==> src/core/couple_pkg.sv <==
// Purpose: Shared constants and types of the channel coupling block
// Assumes: 32-bit APB register bus, one word per register
// Notes:   Point counts and skew picoseconds sit in the low bits
package couple_pkg;

    localparam int PW       = 24;
    localparam int DW       = 25;
    localparam int SW       = 13;
    localparam int SKEW_MAX_PS = 3000;

    localparam logic [7:0] A_SEL  = 8'h00;
    localparam logic [7:0] A_CPL  = 8'h04;
    localparam logic [7:0] A_COFF = 8'h08;
    localparam logic [7:0] A_SKEW = 8'h0c;
    localparam logic [7:0] A_ROLE = 8'h10;
    localparam logic [7:0] A_XOFF = 8'h14;
    localparam logic [7:0] A_XON  = 8'h18;
    localparam logic [7:0] A_LEN  = 8'h1c;
    localparam logic [7:0] A_RUN  = 8'h20;
    localparam logic [7:0] A_STAT = 8'h24;

    localparam logic [PW-1:0] LEN_RST   = 24'h000400;
    localparam logic [PW-1:0] MARGIN    = 24'h000080;
    localparam logic [PW-1:0] STEP_MASK = 24'hfffff8;

    localparam int ST_COARSE = 0;
    localparam int ST_SKEW   = 1;
    localparam int ST_XINST  = 2;
    localparam int ST_CABLE  = 3;
    localparam int ST_REFSEL = 4;

    typedef enum logic [1:0] {
        CH_ONE = 2'b01,
        CH_TWO = 2'b10
    } chan_t;

    typedef enum logic {
        ROLE_MASTER = 1'b0,
        ROLE_SLAVE  = 1'b1
    } role_t;

endpackage : couple_pkg

==> src/core/sync2.sv <==
// Purpose: Two-flop synchroniser for pin inputs
// Assumes: Inputs are asynchronous to clk
// Notes:   Only the second stage leaves this module
`timescale 1ns/1ps
module sync2 #(
    parameter int W = 1
) (
    input  wire logic         clk,
    input  wire logic         sys_rst,
    input  wire logic [W-1:0] d,
    output logic      [W-1:0] q
);

    typedef struct packed {
        logic [W-1:0] s1;
        logic [W-1:0] s2;
    } sync_t;

    sync_t s_reg;
    sync_t s_next;

    always_comb begin
        s_next    = s_reg;
        s_next.s1 = d;
        s_next.s2 = s_reg.s1;
    end

    always_ff @(posedge clk or posedge sys_rst) begin
        if (sys_rst) begin
            s_reg <= '0;
        end else begin
            s_reg <= s_next;
        end
    end

    assign q = s_reg.s2;

endmodule : sync2

==> src/core/delay_counter.sv <==
// Purpose: Delays a start pulse by a count of sample ticks
// Assumes: tick is a one-cycle enable on clk
// Notes:   A new start reloads the count and drops a pending one
`timescale 1ns/1ps
module delay_counter import couple_pkg::*; (
    input  wire logic          clk,
    input  wire logic          sys_rst,
    input  wire logic          tick,
    input  wire logic          start,
    input  wire logic [DW-1:0] delay,
    output logic               fire
);

    typedef struct packed {
        logic          busy;
        logic [DW-1:0] cnt;
        logic          fire;
    } dly_t;

    dly_t d_reg;
    dly_t d_next;

    always_comb begin
        d_next      = d_reg;
        d_next.fire = 1'b0;
        if (start) begin
            if (delay == '0) begin
                d_next.fire = 1'b1;
                d_next.busy = 1'b0;
            end else begin
                d_next.busy = 1'b1;
                d_next.cnt  = delay;
            end
        end else if (d_reg.busy && tick) begin
            d_next.cnt = d_reg.cnt - 1'b1;
            if (d_reg.cnt == {{(DW-1){1'b0}}, 1'b1}) begin
                d_next.busy = 1'b0;
                d_next.fire = 1'b1;
            end
        end
    end

    always_ff @(posedge clk or posedge sys_rst) begin
        if (sys_rst) begin
            d_reg <= '0;
        end else begin
            d_reg <= d_next;
        end
    end

    assign fire = d_reg.fire;

    chk_no_early_fire: assert property (@(posedge clk) disable iff (sys_rst)
        (start && delay != '0) ##1 (!start && !tick) |-> !fire)
        else $error("start fired before any tick");

endmodule : delay_counter

==> src/core/channel_phase_coupling.sv <==
// Purpose: Channel and instrument coupling of a two-channel generator
// Assumes: Sample ticks are enables on clk; cable and ref pins are async
// Notes:   APB slave with zero wait states
//
// Functional notes
// - Selected channel takes later per-channel writes; query reports 1 or 2
// - Channel offset is points, zero to length minus 128, default zero
// - Channel offset takes effect in steps of 8 sample clocks
// - Lag between channels equals the difference of their offsets
// - Offset acts only in continuous mode with coupling and equal lengths
// - Second channel skew within plus or minus 3 ns, default zero
// - Skew always targets the second channel, whatever is selected
// - Coupling feeds channel two from channel one clock and start phase
// - Couple state query returns 1 when on and 0 when off
// - Role is master or slave, master by default; channel two follows only when coupled
// - Master role acts only with a cable present and instrument coupling on; slave role needs only the cable
// - Instrument offset zero to length, steps of 8, slave against master
// - Master drives the shared reference clock, slave runs from it
// - Coupled channels share run mode and the first channel sample clock
`timescale 1ns/1ps
module channel_phase_coupling import couple_pkg::*; (
    input  wire logic          clk,
    input  wire logic          sys_rst,
    input  wire logic          psel,
    input  wire logic          penable,
    input  wire logic          pwrite,
    input  wire logic [7:0]    paddr,
    input  wire logic [31:0]   pwdata,
    output logic      [31:0]   prdata,
    output logic               pready,
    output logic               pslverr,
    input  wire logic          sclk1_tick,
    input  wire logic          sclk2_tick,
    input  wire logic          start1_req,
    input  wire logic          start2_req,
    input  wire logic          cable_present_n,
    input  wire logic          ref_in,
    output logic               ref_out,
    output logic               ref_oe_n,
    output logic               ch1_start,
    output logic               ch2_start,
    output logic               ch2_clk_from_ch1,
    output logic      [SW-1:0] ch2_skew_ps,
    output logic               ext_ref_sel
);

    typedef struct packed {
        chan_t         sel;
        logic          cpl;
        logic          cont;
        logic [PW-1:0] off1;
        logic [PW-1:0] off2;
        logic [PW-1:0] len1;
        logic [PW-1:0] len2;
        logic [PW-1:0] xoff;
        logic [SW-1:0] skew;
        logic [SW-1:0] skew_out;
        role_t         role;
        logic          xon;
        logic [31:0]   rdata;
        logic          err;
        logic          rprev;
        logic          refq;
        logic          oe_n;
        logic          rsel;
    } state_t;

    localparam state_t RST = '{sel: CH_ONE, role: ROLE_MASTER, len1: LEN_RST,
                               len2: LEN_RST, oe_n: 1'b1, default: '0};

    state_t        q_reg;
    state_t        q_next;
    logic [1:0]    pins;
    logic          cable;
    logic          ref_edge;
    logic          x_act;
    logic          slave_act;
    logic          master_act;
    logic          c_act;
    logic [PW-1:0] len_sel;
    logic [PW-1:0] diff;
    logic [DW-1:0] d1;
    logic [DW-1:0] d2;
    logic [DW-1:0] xd;
    logic [DW-1:0] dly1;
    logic [DW-1:0] dly2;
    logic          tick1;
    logic          tick2;
    logic          start2_src;
    logic          ok;

    ////////////////////////////////////////////////////////////////////////
    // Pin inputs and coupling terms

    sync2 #(.W(2)) u_sync (
        .clk     (clk),
        .sys_rst (sys_rst),
        .d       ({cable_present_n, ref_in}),
        .q       (pins)
    );

    assign cable      = ~pins[1];
    assign ref_edge   = pins[0] ^ q_reg.rprev;
    assign x_act      = q_reg.xon & cable;
    assign slave_act  = cable & (q_reg.role == ROLE_SLAVE);
    assign master_act = x_act & (q_reg.role == ROLE_MASTER);
    // Both coupled channels must run continuous with equal lengths
    assign c_act      = q_reg.cpl & q_reg.cont & (q_reg.len1 == q_reg.len2);
    assign len_sel    = (q_reg.sel == CH_TWO) ? q_reg.len2 : q_reg.len1;

    // The later channel is the one with the smaller offset
    assign diff = (q_reg.off1 >= q_reg.off2) ? q_reg.off1 - q_reg.off2
                                             : q_reg.off2 - q_reg.off1;
    assign d2 = (c_act && q_reg.off1 >= q_reg.off2) ?
                {1'b0, diff & STEP_MASK} : '0;
    assign d1 = (c_act && q_reg.off1 < q_reg.off2) ?
                {1'b0, diff & STEP_MASK} : '0;
    assign xd   = slave_act ? {1'b0, q_reg.xoff & STEP_MASK} : '0;
    assign dly1 = xd + d1;
    assign dly2 = xd + d2;

    // Slave counts edges of the master reference instead of its own clock
    assign tick1      = slave_act ? ref_edge : sclk1_tick;
    assign tick2      = q_reg.cpl ? tick1 : sclk2_tick;
    assign start2_src = q_reg.cpl ? start1_req : start2_req;

    ////////////////////////////////////////////////////////////////////////
    // Register file and coupling state

    always_comb begin
        q_next          = q_reg;
        ok              = 1'b1;
        q_next.rprev    = pins[0];
        q_next.skew_out = c_act ? q_reg.skew : '0;
        q_next.oe_n     = ~master_act;
        q_next.rsel     = slave_act;
        if (master_act && sclk1_tick) begin
            q_next.refq = ~q_reg.refq;
        end
        if (psel && !penable) begin
            q_next.rdata = '0;
            case (paddr)
                A_SEL: begin
                    q_next.rdata[1:0] = q_reg.sel;
                    ok = pwdata[1:0] == CH_ONE || pwdata[1:0] == CH_TWO;
                end
                A_CPL: q_next.rdata[0] = q_reg.cpl;
                A_COFF: begin
                    q_next.rdata[PW-1:0] = (q_reg.sel == CH_TWO) ? q_reg.off2
                                                                  : q_reg.off1;
                    ok = pwdata[31:PW] == '0 && len_sel >= MARGIN &&
                         pwdata[PW-1:0] <= len_sel - MARGIN;
                end
                A_SKEW: begin
                    q_next.rdata[SW-1:0] = q_reg.skew;
                    ok = $signed(pwdata) >= -SKEW_MAX_PS &&
                         $signed(pwdata) <= SKEW_MAX_PS;
                end
                A_ROLE: q_next.rdata[0] = q_reg.role;
                A_XOFF: begin
                    q_next.rdata[PW-1:0] = q_reg.xoff;
                    ok = pwdata[31:PW] == '0 && pwdata[PW-1:0] <= q_reg.len1 &&
                         (pwdata[PW-1:0] & ~STEP_MASK) == '0;
                end
                A_XON: q_next.rdata[0] = q_reg.xon;
                A_LEN: q_next.rdata[PW-1:0] = len_sel;
                A_RUN: q_next.rdata[0] = q_reg.cont;
                A_STAT: begin
                    q_next.rdata[ST_COARSE] = c_act;
                    q_next.rdata[ST_SKEW]   = q_reg.skew_out != '0;
                    q_next.rdata[ST_XINST]  = x_act;
                    q_next.rdata[ST_CABLE]  = cable;
                    q_next.rdata[ST_REFSEL] = q_reg.rsel;
                    ok = !pwrite;
                end
                default: ok = 1'b0;
            endcase
            q_next.err = !(ok || !pwrite) || !(paddr inside {A_SEL, A_CPL,
                         A_COFF, A_SKEW, A_ROLE, A_XOFF, A_XON, A_LEN, A_RUN,
                         A_STAT});
        end
        if (psel && penable && pwrite && !q_reg.err) begin
            case (paddr)
                A_SEL:  q_next.sel = chan_t'(pwdata[1:0]);
                A_CPL:  q_next.cpl = pwdata[0];
                A_COFF: begin
                    if (q_reg.sel == CH_TWO) begin
                        q_next.off2 = pwdata[PW-1:0];
                    end else begin
                        q_next.off1 = pwdata[PW-1:0];
                    end
                end
                A_SKEW: q_next.skew = pwdata[SW-1:0];
                A_ROLE: q_next.role = role_t'(pwdata[0]);
                A_XOFF: q_next.xoff = pwdata[PW-1:0];
                A_XON:  q_next.xon  = pwdata[0];
                A_LEN: begin
                    if (q_reg.sel == CH_TWO) begin
                        q_next.len2 = pwdata[PW-1:0];
                    end else begin
                        q_next.len1 = pwdata[PW-1:0];
                    end
                end
                A_RUN:  q_next.cont = pwdata[0];
                default: q_next.cont = q_reg.cont;
            endcase
        end
    end

    always_ff @(posedge clk or posedge sys_rst) begin
        if (sys_rst) begin
            q_reg <= RST;
        end else begin
            q_reg <= q_next;
        end
    end

    ////////////////////////////////////////////////////////////////////////
    // Start delay per channel

    delay_counter u_dly1 (
        .clk     (clk),
        .sys_rst (sys_rst),
        .tick    (tick1),
        .start   (start1_req),
        .delay   (dly1),
        .fire    (ch1_start)
    );

    delay_counter u_dly2 (
        .clk     (clk),
        .sys_rst (sys_rst),
        .tick    (tick2),
        .start   (start2_src),
        .delay   (dly2),
        .fire    (ch2_start)
    );

    assign prdata           = q_reg.rdata;
    assign pslverr          = q_reg.err;
    assign pready           = 1'b1;
    assign ref_out          = q_reg.refq;
    assign ref_oe_n         = q_reg.oe_n;
    assign ch2_clk_from_ch1 = q_reg.cpl;
    assign ch2_skew_ps      = q_reg.skew_out;
    assign ext_ref_sel      = q_reg.rsel;

    ////////////////////////////////////////////////////////////////////////
    // Checks

    chk_sel_target: assert property (@(posedge clk) disable iff (sys_rst)
        (psel && penable && pwrite && paddr == A_COFF && !q_reg.err &&
         q_reg.sel == CH_TWO) |=> (q_reg.off2 == $past(pwdata[PW-1:0]) &&
         $stable(q_reg.off1)))
        else $error("offset write missed the selected channel");

    chk_coff_range: assert property (@(posedge clk) disable iff (sys_rst)
        (psel && !penable && pwrite && paddr == A_COFF &&
         pwdata[PW-1:0] > len_sel - MARGIN) |=> pslverr)
        else $error("offset beyond length minus margin accepted");

    chk_step_eight: assert property (@(posedge clk) disable iff (sys_rst)
        (dly1[2:0] == 3'h0) && (dly2[2:0] == 3'h0))
        else $error("start delay not a multiple of eight");

    chk_lag_diff: assert property (@(posedge clk) disable iff (sys_rst)
        (c_act && q_reg.off1 >= q_reg.off2) |->
        (dly2 - dly1 == {1'b0, (q_reg.off1 - q_reg.off2) & STEP_MASK}))
        else $error("lag differs from offset difference");

    chk_coarse_gate: assert property (@(posedge clk) disable iff (sys_rst)
        !c_act |-> (dly1 == dly2))
        else $error("channel offset applied while inactive");

    chk_skew_idle: assert property (@(posedge clk) disable iff (sys_rst)
        !q_reg.cpl ##1 !q_reg.cpl |-> ch2_skew_ps == '0)
        else $error("skew applied with coupling off");

    chk_skew_any_sel: assert property (@(posedge clk) disable iff (sys_rst)
        (psel && penable && pwrite && paddr == A_SKEW && !q_reg.err) |=>
        q_reg.skew == $past(pwdata[SW-1:0]))
        else $error("skew write lost");

    chk_couple_tick: assert property (@(posedge clk) disable iff (sys_rst)
        q_reg.cpl |-> (tick2 == tick1 && start2_src == start1_req))
        else $error("coupled channel two not fed from channel one");

    chk_cpl_query: assert property (@(posedge clk) disable iff (sys_rst)
        (psel && !penable && !pwrite && paddr == A_CPL) |=>
        prdata == {31'h0, $past(q_reg.cpl)})
        else $error("couple query wrong");

    chk_role_gate: assert property (@(posedge clk) disable iff (sys_rst)
        !cable |=> (ref_oe_n && !ext_ref_sel))
        else $error("role acted without cable");

    chk_ref_drive: assert property (@(posedge clk) disable iff (sys_rst)
        (master_act && sclk1_tick) |=> ref_out != $past(ref_out))
        else $error("master did not advance reference clock");

endmodule : channel_phase_coupling

==> config.mk <==
export PLATFORM = sky130hd
export DESIGN_NAME = channel_phase_coupling
export DESIGN_NICKNAME = d
export VERILOG_FILES = /design/src/core/couple_pkg.sv /design/src/core/sync2.sv /design/src/core/delay_counter.sv /design/src/core/channel_phase_coupling.sv
export SDC_FILE = /design/constraint.sdc
export NUM_CORES = 1
export LEC_CHECK = 0
export ABC_CLOCK_PERIOD_IN_PS = 7100
export BUFFER_PORTS_ARGS = -buffer_cell sky130_fd_sc_hd__clkbuf_2
export CAP_MARGIN = 20
export CELL_PAD_IN_SITES_DETAIL_PLACEMENT = 0
export CELL_PAD_IN_SITES_GLOBAL_PLACEMENT = 2
export CORE_UTILIZATION = 35
export CTS_CLUSTER_DIAMETER = 80
export DETAILED_ROUTE_END_ITERATION = 16
export PLACE_DENSITY_LB_ADDON = 0.1
export SETUP_SLACK_MARGIN = 0.5
export SYNTH_ARGS = -nofsm -noshare
export SYNTH_HDL_FRONTEND = slang
export SYNTH_SLANG_ARGS = --single-unit
export TNS_END_PERCENT = 5
==> constraint.sdc <==
create_clock -name clk -period 7.1 [get_ports clk]
set_input_delay 0.71 -clock clk [delete_from_list [all_inputs] [get_ports clk]]
set_output_delay 0.71 -clock clk [all_outputs]
set_load 0.005 [all_outputs]
==> metrics.md <==
| Metric | Value |
|---|---|
| Pleak | `9.85 nW` |
| Seq/Total Area, Yosys | `0.314` |
| Layout Utilization | `0.393` |
| Drt total wl | `64.2 mm` |
| Port Buf Inserts | `94` |
| Cell Area, Synth | `19,000 sq um` |
| Placed instance count | `2,936` |
| Unrepaired setup endpoints after global routing | `true` |
| Remaining Overflow, GRT | `0` |
| CP required | `7.61 ns` |
| Clock root buffer | `clkbuf_16` |
| Synth warnings | `0` |
| Critical path peak fanout | `10` |
| Vias per inst | `5.55` |
| Fin. max-slew vios | `0` |
| Met2 wire len | `30.8 mm` |
| Synth unique cells | `85` |
| TritonCTS clock tree | `done` |
| Largest net degree at the start of global routing | `124` |
| Worst-path clk slew | `0.06 ns` |
| Worst-Margin Slew | `0.979 ns` |
| Clock sink total | `239` |
| Share of the synthesized area in the top cell type | `0.309` |
| Wire per inst | `21.4 um` |
| Reg-to-reg critical path startpoint | `q_reg[144]$_DFFE_PP0P_` |
| Area added between synthesis and finish | `10.9%` |
| Power per cell area | `155 nW/um^2` |
| Fin. Hold Viols | `0` |
| Worst-skew pair later-pin latency | `0.60 ns` |
| Global Route Usage Sum | `0.228` |
| Hold Crit Start | `ref_in` |
| Max reg flops | `139` |
| Clk buf depth | `3` |
| Crit-path cells | `inv_1, ha_1, a21oi_1, inv_1, a221o_1, nor2_1, buf_4, o211ai_1, a311oi_1, o22ai_1, xnor2_1, nor2_1, ha_1, a21o_1, a21o_1, a21oi_1, nor3b_1, o211ai_1, or4_1, nor4_4, nand3_2, buf_4, o31ai_1` |
| Reg2reg path depth | `23` |
| Residual DRC | `0` |
| CTS Buf Count | `31` |
| # nets final | `2,475` |
| Status | `completed` |
| First-pass GRT wire length | `98.8 mm` |
| Post-route setup TNS | `0 ns` |
| Skew final | `0.0119 ns` |
| Average size of a mapped cell | `8.41 sq um` |
| Reg-to-Reg End | `u_dly1.d_reg[7]$_DFFE_PP0P_` |
| Tcrit/Tclk final | `0.882` |
| Worst Hold Class | `in -> reg` |
| Final Non-Filler Cells | `2,994` |
| Chip Height | `235 um` |
| Hold WS | `0.223 ns` |
| Final setup violation count | `0` |
| R2r setup slk | `0.83 ns` |
| Core area | `53,800 sq um` |
| Layout cell share with drive strength beyond 1 | `0.149` |
| Initial drt markers | `748` |
| Routed via count | `16,600` |
| Remaining antenna violation count after routing | `0` |
| CP Capture Type | `flip-flop` |
| Rows | `85` |
| Worst vdd ir | `0.162 mV` |
| Syn Inst Count | `2,264` |
| Vias in the first global route | `16,100` |
| Slowest-stage cell, CP | `or4_1` |
| Worst Path Arrival | `6.77 ns` |
| Antenna violations before repair | `1` |
| Post-CTS Hold Buffers | `0` |
| CP max stage delay | `0.55 ns` |
| Die area | `55,400 sq um` |
| Cell taking the most area after synthesis | `dfrtp_1` |
| Predominant post-synthesis flop cell | `dfrtp_1` |
| WL met1 | `29.7 mm` |
| Hold EP | `u_sync.s_next[0]$_DFF_PP0_` |
| Yosys reg bits | `239` |
| Startpoint types | `flip-flop` |
| Crit path launch | `q_reg[144]$_DFFE_PP0P_` |
| Initial Util | `0.354` |
| TritonRoute pass-1 iters | `5` |
| Top layer in use | `met4` |
| HPWL Detailed | `49.1 mm` |
| Area contributors post-synth | `dfrtp_1 31%, ha_1 9.5%, mux2_2 6.4%, a21oi_1 4.9%, nand2_1 4.1%` |
| Die width | `235 um` |
| Number of synthesized flops with an enable pin | `0` |
| GP Congestion | `0.872` |
| Worst Hold Path Cells | `1` |
| IO Pins | `104` |
| Ys async rst share | `1.00` |
| Rel. slew slack | `0.348` |
| Max-cap viol count | `0` |
| Max Freq | `0.160 GHz` |
| Critical path class | `reg -> reg` |
| Fin crit period | `6.27 ns` |
| H-tree Lvls | `1` |
| Met3 routed WL | `1.94 mm` |
[report_power, final]
| group | total, mW | switching [mW] | internal [mW] |
|---|---|---|---|
| Combinational | 0.226 | 0.154 | 0.0720 |
| Clock | 1.64 | 0.646 | 0.998 |
| Sequential | 1.41 | 0.0255 | 1.39 |
[timing repair]
action	CTS	global route
pin swaps	0	4
endpoints found under the setup margin	1	51
resized for setup	1	12
buffers inserted	0	4
[kinds of logic after synthesis]
| family | Yosys count | share of synthesized area |
|---|---|---|
| xor gates and xnor gates | 129 | 0.0593 |
| buffers and inverters | 278 | 0.0644 |
| muxes | 125 | 0.0728 |
| and+or+nand+nor | 721 | 0.185 |
| other | 2 | 0.000394 |
| AOI/OAI and AO/OA | 623 | 0.206 |
| adders and majority gates | 147 | 0.0973 |
| DFF | 239 | 0.314 |
[area by class of cell]
class / instances / area [sq um]
diodes: 1 / 2.50
clock buffers: 44 / 875
repair buffers: 134 / 793
inverters: 117 / 443
flip-flops and latches: 239 / 5990
clock inverters: 9 / 171
well taps: 696 / 871
fillers: 5547 / 32700
multi-input cells: 1754 / 12000
[how the worst max path moves through the flow]
stage	to	slack (ns)	cells after the start
global route	u_dly1.d_reg[7]$_DFFE_PP0P_	0.50	24
floorplan	u_dly1.d_reg[1]$_DFFE_PP0P_	1.53	23
detailed placement	u_dly1.d_reg[16]$_DFFE_PP0P_	0.51	22
finish	u_dly1.d_reg[7]$_DFFE_PP0P_	0.83	23
CTS	u_dly2.d_reg[14]$_DFFE_PP0P_	0.53	22
global placement	u_dly1.d_reg[16]$_DFFE_PP0P_	0.59	22
[critical path, delay by kind of cell (launching register included)]
family	cells	cell delay [ns]
DFF	1	0.39
AOI/OAI and AO/OA	10	2.44
xor gates and xnor gates	1	0.39
buffers and inverters	4	0.51
adders and majority gates	2	0.86
and+or+nand+nor	6	1.57
[stage by stage]
step	total power [mW]	area, sq um	setup slack, ns
CTS	3.33	21000	0.534
detailed placement	1.66	20000	0.510
finish	3.28	21100	0.835
global route	3.42	21100	0.504
floorplan	1.57	19100	1.53
global placement	1.66	20000	0.586
[cell usage after synthesis (all sizes together), types with 15 or more instances]
| cell type | number |
|---|---|
| nor3 | 44 |
| mux2 | 108 |
| inv | 117 |
| nand4 | 33 |
| and2 | 40 |
| ha | 145 |
| nand2 | 210 |
| a31oi | 27 |
| buf | 61 |
| o211ai | 23 |
| nor2 | 178 |
| nand2b | 22 |
| or3 | 15 |
| nand3 | 59 |
| clkbuf | 100 |
| xnor2 | 72 |
| nor4 | 24 |
| xor2 | 57 |
| o21a | 17 |
| a21o | 56 |
| dfrtp | 235 |
| mux2i | 17 |
| a21oi | 188 |
| nor2b | 19 |
| and3 | 22 |
| o21ai | 174 |
[per-layer routing]
metal	vias to the layer above	GRT usage
li1	8086	-
met1	8141	0.306
met2	317	0.390
met3	84	0.0216
met4	0	0.0652
met5	-	0
[cell usage in the layout (no fill, tap or decap), drive strengths merged, types with 22 or more instances in the layout]
master | synthesis | routed
a21o | 56 | 56
a21oi | 188 | 188
a31oi | 27 | 27
and2 | 40 | 40
and3 | 22 | 22
buf | 61 | 40
clkbuf | 100 | 138
dfrtp | 235 | 235
ha | 145 | 145
inv | 117 | 118
mux2 | 108 | 108
nand2 | 210 | 210
nand2b | 22 | 22
nand3 | 59 | 59
nand4 | 33 | 33
nor2 | 178 | 178
nor3 | 44 | 44
nor4 | 24 | 24
o211ai | 23 | 23
o21ai | 174 | 174
xnor2 | 72 | 72
xor2 | 57 | 57
Note: power is estimated with default switching activity, not from simulation.
